`config.mk`:
```
export PLATFORM = sky130hd
export DESIGN_NAME = tx_power_drive_control
export DESIGN_NICKNAME = d
export VERILOG_FILES = /design/src/shared/tx_power_pkg.sv /design/src/hdl/tx_power_drive_control.sv
export SDC_FILE = /design/constraint.sdc
export NUM_CORES = 1
export LEC_CHECK = 0
export BUFFER_PORTS_ARGS = -buffer_cell sky130_fd_sc_hd__buf_4
export CAP_MARGIN = 5
export CORE_AREA = 2 2 186 188
export CTS_BUF_LIST = sky130_fd_sc_hd__clkbuf_2
export CTS_CLUSTER_SIZE = 8
export DETAILED_ROUTE_END_ITERATION = 6
export DIE_AREA = 0 0 188 190
export GPL_TIMING_DRIVEN = 0
export PLACE_DENSITY = 0.47
export SLEW_MARGIN = 20
export SYNTH_ARGS = -nofsm -noshare
export SYNTH_HDL_FRONTEND = slang
export SYNTH_SLANG_ARGS = --single-unit
```
`constraint.sdc`:
```
create_clock -name i_clk -period 5 [get_ports i_clk]
set_input_delay 1.5 -clock i_clk [delete_from_list [all_inputs] [get_ports i_clk]]
set_output_delay 1.5 -clock i_clk [all_outputs]
set_load 0.01 [all_outputs]
```
`src/shared/tx_power_pkg.sv`:
```
// Behaviour
// - faults, disable or reset ramp the boost reference down at the fast rate
// - software lowering the boost target moves the reference at the slow rate
// - amplifier drives are disabled only after the ramp-down completes
// - hard reset: after ramp-down drop buck and regulator, then the oscillator
// - enables auto-clear on shutdown; rewrites before ramp end are applied then, except on a hard reset
// - discriminator steps an 8-bit reference code from current-sense comparisons
// - sense compared with upper and lower thresholds once per sample interval
// - window mode: below lower step up, above upper step down, else hold
// - continuous mode: always step each interval, up at or below the upper threshold, down above it
// - programmed reference acts as an upper clamp in discriminator modes
// - the discriminator-driven code is not visible to software
// - power-good always reads in range while the discriminator drives
// - comparator outputs may be routed to the two general-purpose pins
// - test mode: comparator results never move the reference code
// - amplifier gate outputs toggle at a quarter of the oscillator clock
// - each amplifier output has its own phase select and enable
// - amplifier outputs low when disabled, at reset, and without valid clock
// - amplifier master enable sits beside boost enable for a single write
// - with power-good gating, amplifier enable waits once for power-good
// - amplifier over-current flags an event and optionally shuts down
// - optional timeout while boost and amplifier enabled triggers a hard reset
// - current-limit sense sets after 64 consecutive limited cycles
package tx_power_pkg;
   // ----------------------------------------------------------------
   // sizes and timing
   // ----------------------------------------------------------------
   localparam int DAC_W          = 8;
   localparam int NUM_AMP        = 4;
   localparam int NUM_IMP        = 3;
   localparam int LIMIT_CYCLES   = 64;
   localparam int CLK_HZ         = 20_000_000;
   localparam int FAST_STEP_NS   = 100;
   localparam int FAST_STEP_CYC  = (FAST_STEP_NS * (CLK_HZ / 1_000_000) + 999) / 1000;
   localparam int TIMEOUT_MS     = 1000;
   localparam int TIMEOUT_CYC    = TIMEOUT_MS * (CLK_HZ / 1000);
   localparam logic [DAC_W-1:0] DAC_RESET = 8'h00;

   // ----------------------------------------------------------------
   // types
   // ----------------------------------------------------------------
   typedef enum logic [1:0] {
      DISC_OFF,
      DISC_WINDOW,
      DISC_CONT,
      DISC_TEST
   } disc_mode_t;

   typedef enum logic [2:0] {
      SEQ_RUN,
      SEQ_RAMP_DOWN,
      SEQ_SUPPLY_OFF,
      SEQ_OSC_OFF
   } seq_state_t;

   typedef struct packed {
      logic boost_en;
      logic amp_master_en;
      logic [NUM_AMP-1:0] amp_en;
   } enables_t;

   typedef struct packed {
      logic boost_ov;
      logic boost_oc;
      logic amp_oc;
      logic amp_ot;
      logic peak;
   } faults_t;
endpackage : tx_power_pkg

```
`src/hdl/tx_power_drive_control.sv`:
```
`timescale 1ns/1ns
module tx_power_drive_control #(
   parameter int TIMEOUT_CYCLES = tx_power_pkg::TIMEOUT_CYC,
   parameter int FAST_CYCLES    = tx_power_pkg::FAST_STEP_CYC,
   parameter int SLOW_CYCLES    = 20
) (
   // clock and reset
   input  wire logic                           i_clk,
   input  wire logic                           i_reset,
   // configuration written by software
   input  wire tx_power_pkg::enables_t         i_enables,
   input  wire logic                           i_enables_wr,
   input  wire logic [7:0]                     i_dac_setting,
   input  wire tx_power_pkg::disc_mode_t       i_disc_mode,
   input  wire logic [7:0]                     i_thr_high,
   input  wire logic [7:0]                     i_thr_low,
   input  wire logic [7:0]                     i_step_size,
   input  wire logic [15:0]                    i_sample_cycles,
   input  wire logic                           i_route_gpio,
   input  wire logic [7:0]                     i_amp_phase,
   input  wire logic                           i_amp_enable_on_power_good,
   input  wire logic                           i_amp_oc_protect,
   input  wire logic                           i_timeout_en,
   input  wire logic                           i_reg_access,
   input  wire logic                           i_disable_req,
   input  wire logic                           i_hard_reset_req,
   input  wire logic                           i_sleep,
   input  wire logic                           i_impedance_master_enable,
   input  wire logic [2:0]                     i_impedance_driver_enable,
   // pins and analog status
   input  wire logic                           i_transmit_current_sense_input,
   input  wire logic [7:0]                     i_sense_level,
   input  wire logic                           i_osc_valid,
   input  wire logic                           i_boost_pg_raw,
   input  wire logic                           i_current_limited,
   input  wire tx_power_pkg::faults_t          i_faults,
   // outputs
   output logic [7:0]                          o_boost_ref,
   output logic                                o_boost_on,
   output logic                                o_power_good,
   output logic [3:0]                          o_amp_gate_output,
   output logic [2:0]                          o_impedance_drive_output,
   output logic [1:0]                          o_gpio,
   output logic                                o_current_limit_sense_bit,
   output logic                                o_amp_oc_event,
   output logic                                o_buck_ldo_on,
   output logic                                o_osc_on,
   output tx_power_pkg::enables_t              o_enables
);
   if (TIMEOUT_CYCLES < 2 || FAST_CYCLES < 1 || SLOW_CYCLES < 1 ||
       FAST_CYCLES > 65536 || SLOW_CYCLES > 65536) begin : g_bad_timing
      $error("bad timing parameters");
   end

   // ----------------------------------------------------------------
   // input synchronisers
   // ----------------------------------------------------------------
   logic [3:0] sync1_r;
   logic [3:0] sync2_r;
   always_ff @(posedge i_clk or posedge i_reset) begin
      if (i_reset) begin
         sync1_r <= 4'h0;
         sync2_r <= 4'h0;
      end else begin
         sync1_r <= {i_osc_valid, i_boost_pg_raw, i_current_limited,
                     i_transmit_current_sense_input};
         sync2_r <= sync1_r;
      end
   end
   logic osc_ok;
   logic pg_s;
   logic lim_s;
   assign osc_ok = sync2_r[3];
   assign pg_s   = sync2_r[2];
   assign lim_s  = sync2_r[1];

   // ----------------------------------------------------------------
   // current-limit debounce
   // ----------------------------------------------------------------
   logic [6:0] lim_cnt_r;
   always_ff @(posedge i_clk or posedge i_reset) begin
      if (i_reset) begin
         lim_cnt_r                 <= 7'h00;
         o_current_limit_sense_bit <= 1'b0;
      end else begin
         if (!lim_s) begin
            lim_cnt_r <= 7'h00;
         end else if (lim_cnt_r != 7'(tx_power_pkg::LIMIT_CYCLES)) begin
            lim_cnt_r <= lim_cnt_r + 7'h01;
         end
         o_current_limit_sense_bit <= lim_s &&
            (lim_cnt_r >= 7'(tx_power_pkg::LIMIT_CYCLES - 1));
      end
   end

   // ----------------------------------------------------------------
   // shutdown sequencing
   // ----------------------------------------------------------------
   tx_power_pkg::seq_state_t state_r;
   tx_power_pkg::enables_t   pend_r;
   // enables in force at the drivers: held through a ramp-down so the amp stops last
   tx_power_pkg::enables_t   drive_r;
   logic                     hard_r;
   logic                     pend_wr_r;
   logic [31:0]              tmo_r;
   logic                     timeout_hit;
   logic                     amp_oc_s;
   logic                     fault_any;
   logic                     ramp_done;
   assign amp_oc_s    = i_faults.amp_oc;
   assign timeout_hit = i_timeout_en && (tmo_r == 32'(TIMEOUT_CYCLES - 1));
   assign fault_any   = i_faults.boost_ov || i_faults.boost_oc || i_faults.amp_ot ||
                        i_faults.peak || (amp_oc_s && i_amp_oc_protect) ||
                        i_disable_req || i_hard_reset_req || timeout_hit;
   assign ramp_done   = (o_boost_ref == 8'h00);

   always_ff @(posedge i_clk or posedge i_reset) begin
      if (i_reset) begin
         state_r       <= tx_power_pkg::SEQ_RUN;
         o_enables     <= '0;
         pend_r        <= '0;
         drive_r       <= '0;
         pend_wr_r     <= 1'b0;
         hard_r        <= 1'b0;
         o_buck_ldo_on <= 1'b1;
         o_osc_on      <= 1'b1;
      end else begin
         unique case (state_r)
            tx_power_pkg::SEQ_RUN: begin
               if (fault_any) begin
                  state_r   <= tx_power_pkg::SEQ_RAMP_DOWN;
                  o_enables <= '0;
                  pend_r    <= '0;
                  pend_wr_r <= 1'b0;
                  hard_r    <= i_hard_reset_req || timeout_hit;
               end else if (i_enables_wr) begin
                  o_enables <= i_enables;
                  drive_r   <= i_enables;
               end
            end
            tx_power_pkg::SEQ_RAMP_DOWN: begin
               if (i_enables_wr) begin
                  pend_r    <= i_enables;
                  pend_wr_r <= 1'b1;
               end
               if (ramp_done) begin
                  if (hard_r) begin
                     state_r <= tx_power_pkg::SEQ_SUPPLY_OFF;
                     drive_r <= '0;
                  end else begin
                     state_r   <= tx_power_pkg::SEQ_RUN;
                     o_enables <= pend_wr_r ? pend_r : '0;
                     drive_r   <= pend_wr_r ? pend_r : '0;
                  end
               end
            end
            tx_power_pkg::SEQ_SUPPLY_OFF: begin
               o_buck_ldo_on <= 1'b0;
               state_r       <= tx_power_pkg::SEQ_OSC_OFF;
            end
            tx_power_pkg::SEQ_OSC_OFF: begin
               o_osc_on <= 1'b0;
            end
            default: state_r <= tx_power_pkg::SEQ_RAMP_DOWN;
         endcase
      end
   end

   // ----------------------------------------------------------------
   // access timeout
   // ----------------------------------------------------------------
   always_ff @(posedge i_clk or posedge i_reset) begin
      if (i_reset) begin
         tmo_r <= 32'h0;
      end else if (!i_timeout_en || i_reg_access || !o_enables.boost_en ||
                   !o_enables.amp_master_en || state_r != tx_power_pkg::SEQ_RUN) begin
         tmo_r <= 32'h0;
      end else if (!timeout_hit) begin
         tmo_r <= tmo_r + 32'h1;
      end
   end

   // ----------------------------------------------------------------
   // discriminator
   // ----------------------------------------------------------------
   // the stepped reference code is held in this register and leaves the block only through the ramp target
   logic [7:0]  disc_code_r;
   logic [15:0] samp_cnt_r;
   logic        below_r;
   logic        above_r;
   logic        disc_on;
   logic        sample;
   assign disc_on = (i_disc_mode != tx_power_pkg::DISC_OFF);
   assign sample  = (samp_cnt_r == 16'h0000);

   function automatic logic [7:0] sat_step(input logic [7:0] v, input logic [7:0] s,
                                           input logic up, input logic [7:0] lim);
      logic [8:0] t;
      t = 9'h000;
      if (up) begin
         t = {1'b0, v} + {1'b0, s};
         sat_step = (t > {1'b0, lim}) ? lim : t[7:0];
      end else begin
         sat_step = (v > s) ? v - s : 8'h00;
      end
   endfunction : sat_step

   always_ff @(posedge i_clk or posedge i_reset) begin
      if (i_reset) begin
         samp_cnt_r  <= 16'h0000;
         below_r     <= 1'b0;
         above_r     <= 1'b0;
         disc_code_r <= tx_power_pkg::DAC_RESET;
      end else begin
         samp_cnt_r <= sample ? i_sample_cycles : samp_cnt_r - 16'h0001;
         if (sample) begin
            below_r <= i_sense_level < i_thr_low;
            above_r <= i_sense_level > i_thr_high;
            unique case (i_disc_mode)
               tx_power_pkg::DISC_WINDOW: begin
                  if (i_sense_level < i_thr_low) begin
                     disc_code_r <= sat_step(disc_code_r, i_step_size, 1'b1, i_dac_setting);
                  end else if (i_sense_level > i_thr_high) begin
                     disc_code_r <= sat_step(disc_code_r, i_step_size, 1'b0, i_dac_setting);
                  end
               end
               tx_power_pkg::DISC_CONT: begin
                  disc_code_r <= sat_step(disc_code_r, i_step_size,
                                          i_sense_level <= i_thr_high, i_dac_setting);
               end
               tx_power_pkg::DISC_TEST: begin
                  disc_code_r <= disc_code_r;
               end
               tx_power_pkg::DISC_OFF: begin
                  disc_code_r <= tx_power_pkg::DAC_RESET;
               end
            endcase
         end
         if (disc_on && disc_code_r > i_dac_setting) begin
            disc_code_r <= i_dac_setting;
         end
      end
   end
   always_ff @(posedge i_clk or posedge i_reset) begin
      if (i_reset) begin
         o_gpio <= 2'b00;
      end else begin
         o_gpio <= (disc_on && i_route_gpio) ? {above_r, below_r} : 2'b00;
      end
   end

   // ----------------------------------------------------------------
   // reference ramp
   // ----------------------------------------------------------------
   logic [7:0]  target;
   logic [15:0] ramp_cnt_r;
   logic        shutting;
   assign shutting = (state_r != tx_power_pkg::SEQ_RUN) || fault_any;
   always_comb begin
      target = 8'h00;
      if (!shutting && o_enables.boost_en && osc_ok && !i_sleep) begin
         target = (disc_on && i_disc_mode != tx_power_pkg::DISC_TEST) ?
                  disc_code_r : i_dac_setting;
      end
   end

   always_ff @(posedge i_clk or posedge i_reset) begin
      if (i_reset) begin
         o_boost_ref <= 8'h00;
         ramp_cnt_r  <= 16'h0000;
         o_boost_on  <= 1'b0;
      end else begin
         o_boost_on <= (o_boost_ref != 8'h00) || (target != 8'h00);
         if (ramp_cnt_r != 16'h0000) begin
            ramp_cnt_r <= ramp_cnt_r - 16'h0001;
         end else if (o_boost_ref != target) begin
            o_boost_ref <= (o_boost_ref < target) ? o_boost_ref + 8'h01 : o_boost_ref - 8'h01;
            ramp_cnt_r  <= shutting ? 16'(FAST_CYCLES - 1)
                                    : 16'(SLOW_CYCLES - 1);
         end
      end
   end

   // ----------------------------------------------------------------
   // power good and amplifier enable
   // ----------------------------------------------------------------
   logic amp_arm_r;
   always_ff @(posedge i_clk or posedge i_reset) begin
      if (i_reset) begin
         o_power_good   <= 1'b0;
         amp_arm_r      <= 1'b0;
         o_amp_oc_event <= 1'b0;
      end else begin
         o_power_good <= o_enables.boost_en &&
                         ((disc_on && state_r == tx_power_pkg::SEQ_RUN) || pg_s);
         o_amp_oc_event <= amp_oc_s;
         if (!drive_r.amp_master_en) begin
            amp_arm_r <= 1'b0;
         end else if (!i_amp_enable_on_power_good || o_power_good) begin
            amp_arm_r <= 1'b1;
         end
      end
   end

   // ----------------------------------------------------------------
   // gate drive: quarter-rate phase counter
   // ----------------------------------------------------------------
   // the system clock stands in for the oscillator; each output taps a 2-bit phase
   logic [1:0] ph_r;
   always_ff @(posedge i_clk or posedge i_reset) begin
      if (i_reset) begin
         ph_r              <= 2'b00;
         o_amp_gate_output <= 4'h0;
      end else begin
         ph_r <= ph_r + 2'b01;
         for (int k = 0; k < tx_power_pkg::NUM_AMP; k++) begin
            o_amp_gate_output[k] <= amp_arm_r && drive_r.amp_en[k] && osc_ok && !i_sleep &&
                                    ((ph_r + i_amp_phase[2*k +: 2]) < 2'b10);
         end
      end
   end

   always_ff @(posedge i_clk or posedge i_reset) begin
      if (i_reset) begin
         o_impedance_drive_output <= 3'b000;
      end else begin
         o_impedance_drive_output <= (i_impedance_master_enable && !i_sleep) ?
                                     i_impedance_driver_enable : 3'b000;
      end
   end

   // ----------------------------------------------------------------
   // checks
   // ----------------------------------------------------------------
   chk_fault_clears: assert property (@(posedge i_clk) disable iff (i_reset)
      (state_r == tx_power_pkg::SEQ_RUN && fault_any) |=> (o_enables == '0))
      else $error("enables not cleared on shutdown");
   chk_amp_after_ramp: assert property (@(posedge i_clk) disable iff (i_reset)
      (state_r == tx_power_pkg::SEQ_RAMP_DOWN && !ramp_done) |=> $stable(drive_r))
      else $error("amp drive changed before ramp end");
   chk_osc_after_sup: assert property (@(posedge i_clk) disable iff (i_reset)
      $fell(o_osc_on) |-> !o_buck_ldo_on && !$past(o_buck_ldo_on))
      else $error("oscillator off before supplies");
   chk_clamp_code: assert property (@(posedge i_clk) disable iff (i_reset)
      disc_on |=> (disc_code_r <= $past(i_dac_setting)))
      else $error("code above clamp");
   chk_test_hold: assert property (@(posedge i_clk) disable iff (i_reset)
      (i_disc_mode == tx_power_pkg::DISC_TEST && $stable(i_disc_mode) &&
       disc_code_r <= i_dac_setting) |=> $stable(disc_code_r))
      else $error("test mode moved code");
   chk_amp_no_osc: assert property (@(posedge i_clk) disable iff (i_reset)
      !osc_ok |=> (o_amp_gate_output == 4'h0))
      else $error("amp driven without clock");
   chk_limit_debounce: assert property (@(posedge i_clk) disable iff (i_reset)
      $rose(o_current_limit_sense_bit) |-> $past(lim_cnt_r) == 7'h3F)
      else $error("limit sense early");
   chk_ref_step: assert property (@(posedge i_clk) disable iff (i_reset)
      (o_boost_ref != $past(o_boost_ref)) |=> $stable(o_boost_ref) || (FAST_CYCLES == 1))
      else $error("reference stepped too fast");
   chk_pg_disc: assert property (@(posedge i_clk) disable iff (i_reset)
      (disc_on && o_enables.boost_en && state_r == tx_power_pkg::SEQ_RUN) |=> o_power_good
       || !o_enables.boost_en || state_r != tx_power_pkg::SEQ_RUN)
      else $error("power good low in discriminator mode");
endmodule : tx_power_drive_control

```
; Word level (Yosys, flattened, before mapping)
; Index checks and enable logic that the tools add are counted.
[word_totals]
regBits = 137
inputBits = 96
output_inout_bits = 29
elab_cells = 192
[classes]
n_addsub = 13
magnitude_cmp = 12
n_eq_ne = 22
muxes = 42
bitwise_logic = 2
reduce_logical = 69
[ops]
columns = op, count
row1 = two-way mux 8 bit, 10
row2 = two-way mux 32 bit, 2
row3 = two-way mux 16 bit, 3
row4 = two-way mux 6 bit, 6
row5 = adder 32 x 1 -> 32 bit (second input constant), 1
row6 = equality test 32 x 25 -> 1 bit (second input constant), 1
row7 = subtractor 16 x 1 -> 16 bit (second input constant), 2
row8 = logical AND 1 bit, 28
row9 = > comparator 8 bit, 3
row10 = one-hot mux 6 bit (2 select lines), 2
row11 = one-hot mux 8 bit (3 select lines), 1
row12 = two-way mux 5 bit, 4
row13 = zero test 16 bit, 1
row14 = logical OR 1 bit, 16
row15 = less-than comparator 8 bit, 2
row16 = != test 2 bit (second input constant), 8
row17 = nonzero test 16 bit, 1
row18 = nonzero test 8 bit, 2
row19 = two-way mux 7 bit, 2
row20 = one-hot mux 3 bit (4 select lines), 1
row21 = one-hot mux 5 bit (2 select lines), 1
row22 = adder 8 x 8 -> 9 bit, 1
row23 = > comparator 9 x 8 -> 1 bit, 1
row24 = two-way mux 3 bit, 3
row25 = other kinds (31), 58

; Depth between registers and ports, before layout
; Gate-level depths: netlist of the first run.
[logic_depth]
depth_word = 16
depth_mapped = 21
depth_no_buf = 20

; Worst setup path before layout of the first run
; No wires, ideal clock.
[synth_path]
path_kind = in2reg
from = input port i_timeout_en
to = register o_boost_ref[6]
setup_time_ps = 125
t_arrival_ps = 5445
required_ps = 4875
setup_slack_ps = -570
path_stages = 19
path_buffers = 1
cell_sequence = or4bb_1 > or3_1 > nor3_4 > nor4_2 > and4b_1 > buf_2 > nand2_1 > ha_1 > nor2b_1 > o211ai_1 > a21oi_1 > a211o_1 > fa_1 > a21o_1 > a21oi_1 > o21bai_1 > a21oi_1 > xnor2_1 > mux2_2
[synth_between]
elab_chain_len = 10
word_cells_on_any_way = 12
cone_classes = order compare (1) / eq/ne (1) / mux (2) / reduce/logical (8)
[synth_lines]
columns = item, line
row1 = "start, declared", tx_power_drive_control.sv:23  ; input wire logic i_timeout_en,
row2 = logical AND 1 bit (*), tx_power_drive_control.sv:111  ; assign timeout_hit = i_timeout_en && (tmo_r == 32'(TIMEOUT_CYCLES - 1));
row3 = logical OR 1 bit (*), tx_power_drive_control.sv:114  ; i_disable_req || i_hard_reset_req || timeout_hit;
row4 = logical OR 1 bit (*), tx_power_drive_control.sv:258  ; assign shutting = (state_r != tx_power_pkg::SEQ_RUN) || fault_any;
row5 = zero test 1 bit (*), tx_power_drive_control.sv:261  ; if (!shutting && o_enables.boost_en && osc_ok && !i_sleep) begin
row6 = logical AND 1 bit (*) (3 in a row), tx_power_drive_control.sv:261
row7 = two-way mux 8 bit (*), tx_power_drive_control.sv:261
row8 = less-than comparator 8 bit or != test 8 bit (tied branches), "tx_power_drive_control.sv:277, tx_power_drive_control.sv:276"
row9 = two-way mux 8 bit or AND reduction 2 bit (tied branches), n/a
row10 = "end signal, assigned", tx_power_drive_control.sv:277  ; o_boost_ref <= (o_boost_ref < target) ? o_boost_ref + 8'h01 : o_boost_ref - 8'h01;
row11 = "end, declared", tx_power_drive_control.sv:38  ; output logic [7:0] o_boost_ref,
; Every way passes the cells marked *; elsewhere a longest branch is shown, timed or not.
; A chain may end at the register's enable or synchronous reset.

; Worst setup path in the final report of the first run
; Same ends and word-level chain as after synthesis.

==> metrics, run 1 <==
status completed; die span in y 190 um; FFs w/ async S/R, synth 100%; antenna violations before repair 1; PwrDens 444 mW/mm^2; starting DRC count in detailed routing 281; synth unique cells 63; Max-Cap Viols 0; placed cells 1532; Final Hold Fails 0; mean post-synth cell area 9.07 sq um; CTS resizes 0; worst slew pin tran 1040 ps; register bit count reported by yosys 134; fmax 0.206 GHz; hold_buf cts 0; largest net degree at the start of global routing 31; drt total wl 21800 um; Clock Root Buffer clkbuf_2; Sink Count 134; hold wc startpoint sync1_r[1]; Longest Clk Path Bufs 2; clk slew on worst S/H paths 260 ps; Clock Skews 75.0 ps; Synth Instances 950; Setup crit start kind input port; Post-synth top cells 132 x dfrtp_1, 92 x nor2_1, 83 x nand2_1, 75 x ha_1, 68 x inv_1; Syn Nets 1124; Top Ports 125; Cell Count, Final, Fillers Out 1569; fraction of layout cells with a size suffix above 1 18.3%; I/O Buffers 123; CTS Buf Count 17; final hold slack 385 ps; most frequent cell after synthesis dfrtp_1; row count 68; VDD IR max 200 uV; largest fanout on the critical path 9; cell depth of the worst hold path 0; CTS tree yes; Core Util, Final 31.2%; hold crit path type reg2reg; drt pass-1 iters 4; period utilization 97.3%; chip width 188 um; total gr overflow 0; Worst Path Required 5640 ps; Worst Hold Path EP sync2_r[1]; H-Tree Depth 4; Synth Cell Area 0.00861 sq mm; dominant cell type by area after synthesis dfrtp_1; count of final setup violators 0; Lkg Pwr 0.00469 uW; Seq/Total Area, Yosys 39.0%; vias post-DR 7160; Crit. End Element flop; DRC Markers 0; GPL Wtd Cong 0.781; Crit Reg-Reg Endpoint o_boost_ref[6]; number of global-route vias before repair 7142; worst r2r src tmo_r[25]; Setup CP Type in2reg; Slew headroom 30.1%; mean routed wirelength per cell 13.9 um; Final Critical Period 4860 ps; filler cell count in the final layout 3589; core area 0.0339 sq mm; R2R cell count 19; post-route ant nets 0; Synth area leaders dfrtp_1 38%, ha_1 11%, xnor2_1 5.2%; Area Overhead vs Synth 22.8%; Synth warnings 0; Slew Limit Fails 0; DP Worst Slack -1000 ps; total track usage 12.5%; first-pass GRT wire length 36200 um; Yosys top cell area share 38.3%; RSZ-0062 raised after global routing no; worst path arrival time 5500 ps; Vias per Instance 4.56; Clock Latency Late Sink 750 ps; Final Power 4700 uW; die area 0.0357 sq mm; reg2reg setup slack 450 ps; Post-layout nets 1274; top_reg_cell synth dfrtp_1; setup ws final 135 ps; Starting Density 25.4%; DP HPWL 17100 um; EDFF count, synth 0
-- timing repair --
| action | in CTS | in global routing |
|---|---|---|
| pin swaps | 1 | 1 |
| endpoints found under the setup margin | 2 | 2 |
| setup buffers | 1 | 3 |
-- flip-flops by register name, summed over array words and instances (netlist names), 5 cells and up --
register and count:
disc_code_r 8, drive_r 5, lim_cnt_r 7, o_boost_ref 8, o_enables 6, pend_r 6, ramp_cnt_r 16, samp_cnt_r 16
tmo_r 32
-- metal layers --
layer	track usage [%]	share of wire, %
met2	20.2	45
met1	17.0	49
met3	2.66	4.6
met5	0	0
met4	3.21	0.80
-- worst max path at each step --
stage                     slack, ps         start  cells after the start        endpoint
after CTS                       140   i_faults[3]                     19  o_boost_ref[6]
after detailed placement      -1000  i_timeout_en                     20  o_boost_ref[6]
final                           140  i_timeout_en                     20  o_boost_ref[6]
after global placement         -990  i_timeout_en                     20  o_boost_ref[6]
after floorplan                -440  i_timeout_en                     18  o_boost_ref[6]
after global routing             40  i_timeout_en                     20  o_boost_ref[6]
-- critical path: stages --
cell      delay (ps)
buf_4            110
or4bb_1          390
or3_4            400
nor3_4           220
nor4_4           120
and4b_1          230
buf_6            150
nand2_1           60
ha_1             230
nor2b_1          130
o211ai_1         160
a21oi_1          110
a211o_4          340
fa_2             410
a21o_1           180
a21oi_2          160
o21bai_1         100
a21oi_1          160
xnor2_1           90
mux2_2           260
-- area by class of cell --
type	instances	area (sq um)	share of cell area (%)
antenna	1	2.50	0.0237
buffer	27	118	1.11
clock buffer	17	85.1	0.804
clock inverter	15	199	1.88
inverter	68	259	2.45
multi-input combinational	721	4950	46.8
sequential	134	3360	31.7
tap	455	569	5.38
timing repair buffer	131	1030	9.77
-- kinds of logic (layout without fill, tap and decap cells) --
kind of cell,Yosys count,in the layout,share of synthesized area (%)
other,0,1,0
AO/OA/AOI/OAI,181,181,13.2
flip-flops,134,134,39.0
XOR/XNOR,80,80,8.13
buffers and inverters,95,258,4.26
adder cells (fa/ha/maj),78,78,11.6
AND/OR/NAND/NOR,364,364,21.6
multiplexers,18,18,2.28
-- placed cells by master, fill, tap and decap left out, drive strengths merged, types with 5 or more instances in the layout --
cell type / instances
a22oi: 7
o31ai: 7
and3: 11
a21oi: 51
mux2i: 5
a211oi: 5
mux2: 13
xnor2: 51
or3: 11
nor2b: 19
nor4: 17
nand2: 83
inv: 78
nand4: 15
o221ai: 6
a31oi: 11
a21o: 10
nor3: 22
clkbuf: 38
o21a: 7
dfrtp: 132
xor2: 29
o211ai: 5
nand3b: 5
buf: 137
nand2b: 9
and2: 12
or4: 10
o21ai: 48
ha: 75
o21bai: 5
nor2: 93
nand3: 38
-- per-stage QoR --
step | setup TNS (ps) | area [sq um]
2_1_floorplan | -1150 | 8680
3_3_place_gp | -4990 | 10200
6_report | 0 | 10600
4_1_cts | 0 | 10500
5_1_grt | 0 | 10600
3_5_place_dp | -4960 | 10300
-- power breakdown --
part	switching, uW	leakage, uW	total, uW	internal [uW]
Combinational	1200	0.00283	2280	1080
Clock	510	0.000170	776	266
Sequential	302	0.00168	1640	1340
Total	2020	0.00469	4700	2680
Note: power is estimated with default switching activity, not from simulation.
==> run 2: changes to the inputs <==
Settings changed: ABC_AREA set to 1, CORE_AREA 2 2 186 188 to 2 2 190 192, DIE_AREA 0 0 188 190 to 0 0 192 194, PLACE_DENSITY 0.47 to 0.41.
==> run 2 against run 1 <==
Compared with the run above:
- cell count grew 16%
- combinational power shrank 7%
- utilization shrank 0.070 points
- wire length grew 12%
- clock power shrank 3.5%
- register-to-register slack gained 80 ps
- hold slack gained 3.6 ps
- count of clock-buffer cells in the layout is the same
- die area grew 4.3%
- power shrank 5.5%
- non-clock buffer count shrank 18
- critical path depth grew 2
==> metrics, run 2 <==
status completed; hold crit path type reg2reg; mean routed wirelength per cell 13.4 um; antenna violations before repair 1; Yosys top cell area share 36.3%; DP HPWL 19600 um; Synth area leaders dfrtp_1 36%, ha_1 10%, nand2_1 9.9%; Slew Limit Fails 0; synth unique cells 51; leading cell type in the layout, fill and taps excluded nand2_1; Worst Path Required 5690 ps; worst path arrival time 5250 ps; Logic pwr share 47.7%; Final Hold Fails 0; most used routing layer met2; count of final setup violators 0; Max-Cap Viols 0; Setup crit start kind input port; total gr overflow 0; Post-layout nets 1519; Internal Pwr Total 2440 uW; Crit. End Element flop; Sw Ratio 45.0%; total track usage 13.5%; most frequent cells in the layout 239 x nand2_1, 186 x inv_1, 132 x dfrtp_1, 123 x buf_4, 122 x nor2_1; Clock Root Buffer clkbuf_2; first-pass GRT wire length 40300 um; chip width 192 um; post-route ant nets 0; met3 usage 2.70%; setup bufs post-CTS 0; top flop regs tmo_r x32, ramp_cnt_r x16, samp_cnt_r x16; Slew headroom 57.9%; GPL Wtd Cong 0.811; CTS tree yes; Largest Register tmo_r; largest net degree at the start of global routing 32; Vias per Instance 4.40; most frequent cell after synthesis nand2_1; fraction of layout cells with a size suffix above 1 15.5%; drt pass-1 iters 5; VDD IR max 128 uV; largest fanout on the critical path 10; CTS Buf Count 17; clk slew on worst S/H paths 250 ps; fmax 0.219 GHz; Clock Skews 39.8 ps; Synth Instances 1199; met1 Use GR 18.8%; Core Util, Final 31.1%; Longest Clk Path Bufs 2; Setup CP Type in2reg; dominant cell type by area after synthesis dfrtp_1; RSZ-0062 raised after global routing no; Lkg Pwr 0.00533 uW; net load switching power 2000 uW; FFs w/ async S/R, synth 100%; GR Util met2 21.6%; vias post-DR 8014; DRC Markers 0; Seq/Total Area, Yosys 36.9%; hold wc startpoint sync1_r[2]; final design area excluding fillers 0.0109 sq mm; Synth warnings 0; starting DRC count in detailed routing 347; die span in y 194 um; Area Overhead vs Synth 20.5%; number of global-route vias before repair 7925; Sink Count 134; Final Power 4440 uW; period utilization 91.2%; core area 0.0352 sq mm; mean post-synth cell area 7.58 sq um; cell depth of the worst hold path 0; Sequential Power Share 35.4%; Post-synth top cells 239 x nand2_1, 187 x inv_1, 132 x dfrtp_1, 122 x nor2_1; top_reg_cell synth dfrtp_1; Top Ports 125; worst r2r src tmo_r[0]; die area 0.0372 sq mm; Syn Nets 1373; PwrDens 405 mW/mm^2; Final Critical Period 4560 ps; crit path from i_faults[1]; H-Tree Depth 4; Synth Cell Area 0.00909 sq mm; number of flip-flops in the largest register 32; I/O Buffers 123; worst slew pin tran 626 ps; R2R cell count 26; register bit count reported by yosys 134; Clock Latency Late Sink 770 ps; Post-DP Area 0.0107 sq mm; Clk pwr share 16.9%; drt total wl 24400 um; Starting Density 25.8%; row count 69; EDFF count, synth 0
[run 2: cell types whose count changed in the layout (fill, tap and decap cells not counted), moves of 10 or more]
cell,change
or3_1,-10
o21ai_0,+28
xnor2_1,-36
and2_1,-11
inv_1,+119
nor2_1,+30
nand2_1,+157
nor2_2,+10
nand4_1,+11
nor2b_1,-19
clkbuf_1,-11
mux2_2,-12
nand3_1,+32
[run 2: worst max-delay path: stages]
cell and delay (ps):
buf_4 110, nor3_1 160, nand2_1 70, nor4_1 440, nand3_2 320, nor2_4 290, nand2_1 90, ha_1 290
inv_1 60, nor2_1 30, o21ai_0 140, nand2_1 70, nand2_1 80, o2111ai_2 280, ha_1 460, a21oi_1 150
and2_1 170, inv_1 50, a21oi_1 120, o21ai_0 100, xor2_1 140, o21ai_0 140
[run 2: final cells by class]
cell class / instances / area [sq um]
Antenna cell: 1 / 2.50
Buffer: 13 / 52.6
Clock buffer: 17 / 85.1
Clock inverter: 15 / 178
Fill cell: 3839 / 24300
Inverter: 197 / 743
Multi-Input combinational cell: 855 / 4950
Sequential cell: 134 / 3360
Tap cell: 461 / 577
Timing Repair Buffer: 127 / 1000
[run 2: path summary, 6_finish.rpt]
kind / slack, ps / end
min reg2reg: 390 / sync2_r[2]
min in group asynchronous: 770 / samp_cnt_r[15]
max reg2reg: 530 / o_boost_ref[6]
min: 390 / sync2_r[2]
max in group asynchronous: 3440 / o_buck_ldo_on
max: 440 / o_boost_ref[6]
[run 2: cells by family after synthesis]
family / count (synthesis) / share of synthesized area (%)
AND/OR/NAND/NOR: 544 / 27.3
buffers and inverters: 210 / 8.71
AO/OA/AOI/OAI: 183 / 11.3
flip-flops: 134 / 36.9
adder cells (fa/ha/maj): 78 / 11.0
XOR/XNOR: 49 / 4.72
multiplexers: 1 / 0.124
[run 2: power by group through the flow]
stage | clock (uW) | sequential, uW | combinational (uW)
2_1_floorplan | 0 | 1530 | 1560
3_3_place_gp | 0 | 1600 | 2100
3_5_place_dp | 0 | 1600 | 2130
4_1_cts | 794 | 1580 | 2140
5_1_grt | 838 | 1610 | 2470
6_report | 749 | 1570 | 2120
[run 2: metal layers]
metal	routed length, um	part of all wire (%)
met1	12200	50
met2	11100	45
met3	908	3.7
met4	230	0.94
met5	0	0
[run 2: what timing repair did]
item / 4_1_cts / 5_1_grt
endpoints found under the setup margin: 0 / 3
hold buffers: 0 / 0
gates resized for setup: 0 / 2
[run 2: per-stage QoR]
step | hold WS (ps) | setup TNS (ps) | std cells | worst slack, ps
floorplan | 331 | 0 | 1199 | 163
global placement | 335 | -3170 | 1783 | -705
detailed placement | 336 | -3390 | 1787 | -731
CTS | 390 | 0 | 1819 | 156
global route | 405 | 0 | 1820 | 53.8
finish | 389 | 0 | 1820 | 441
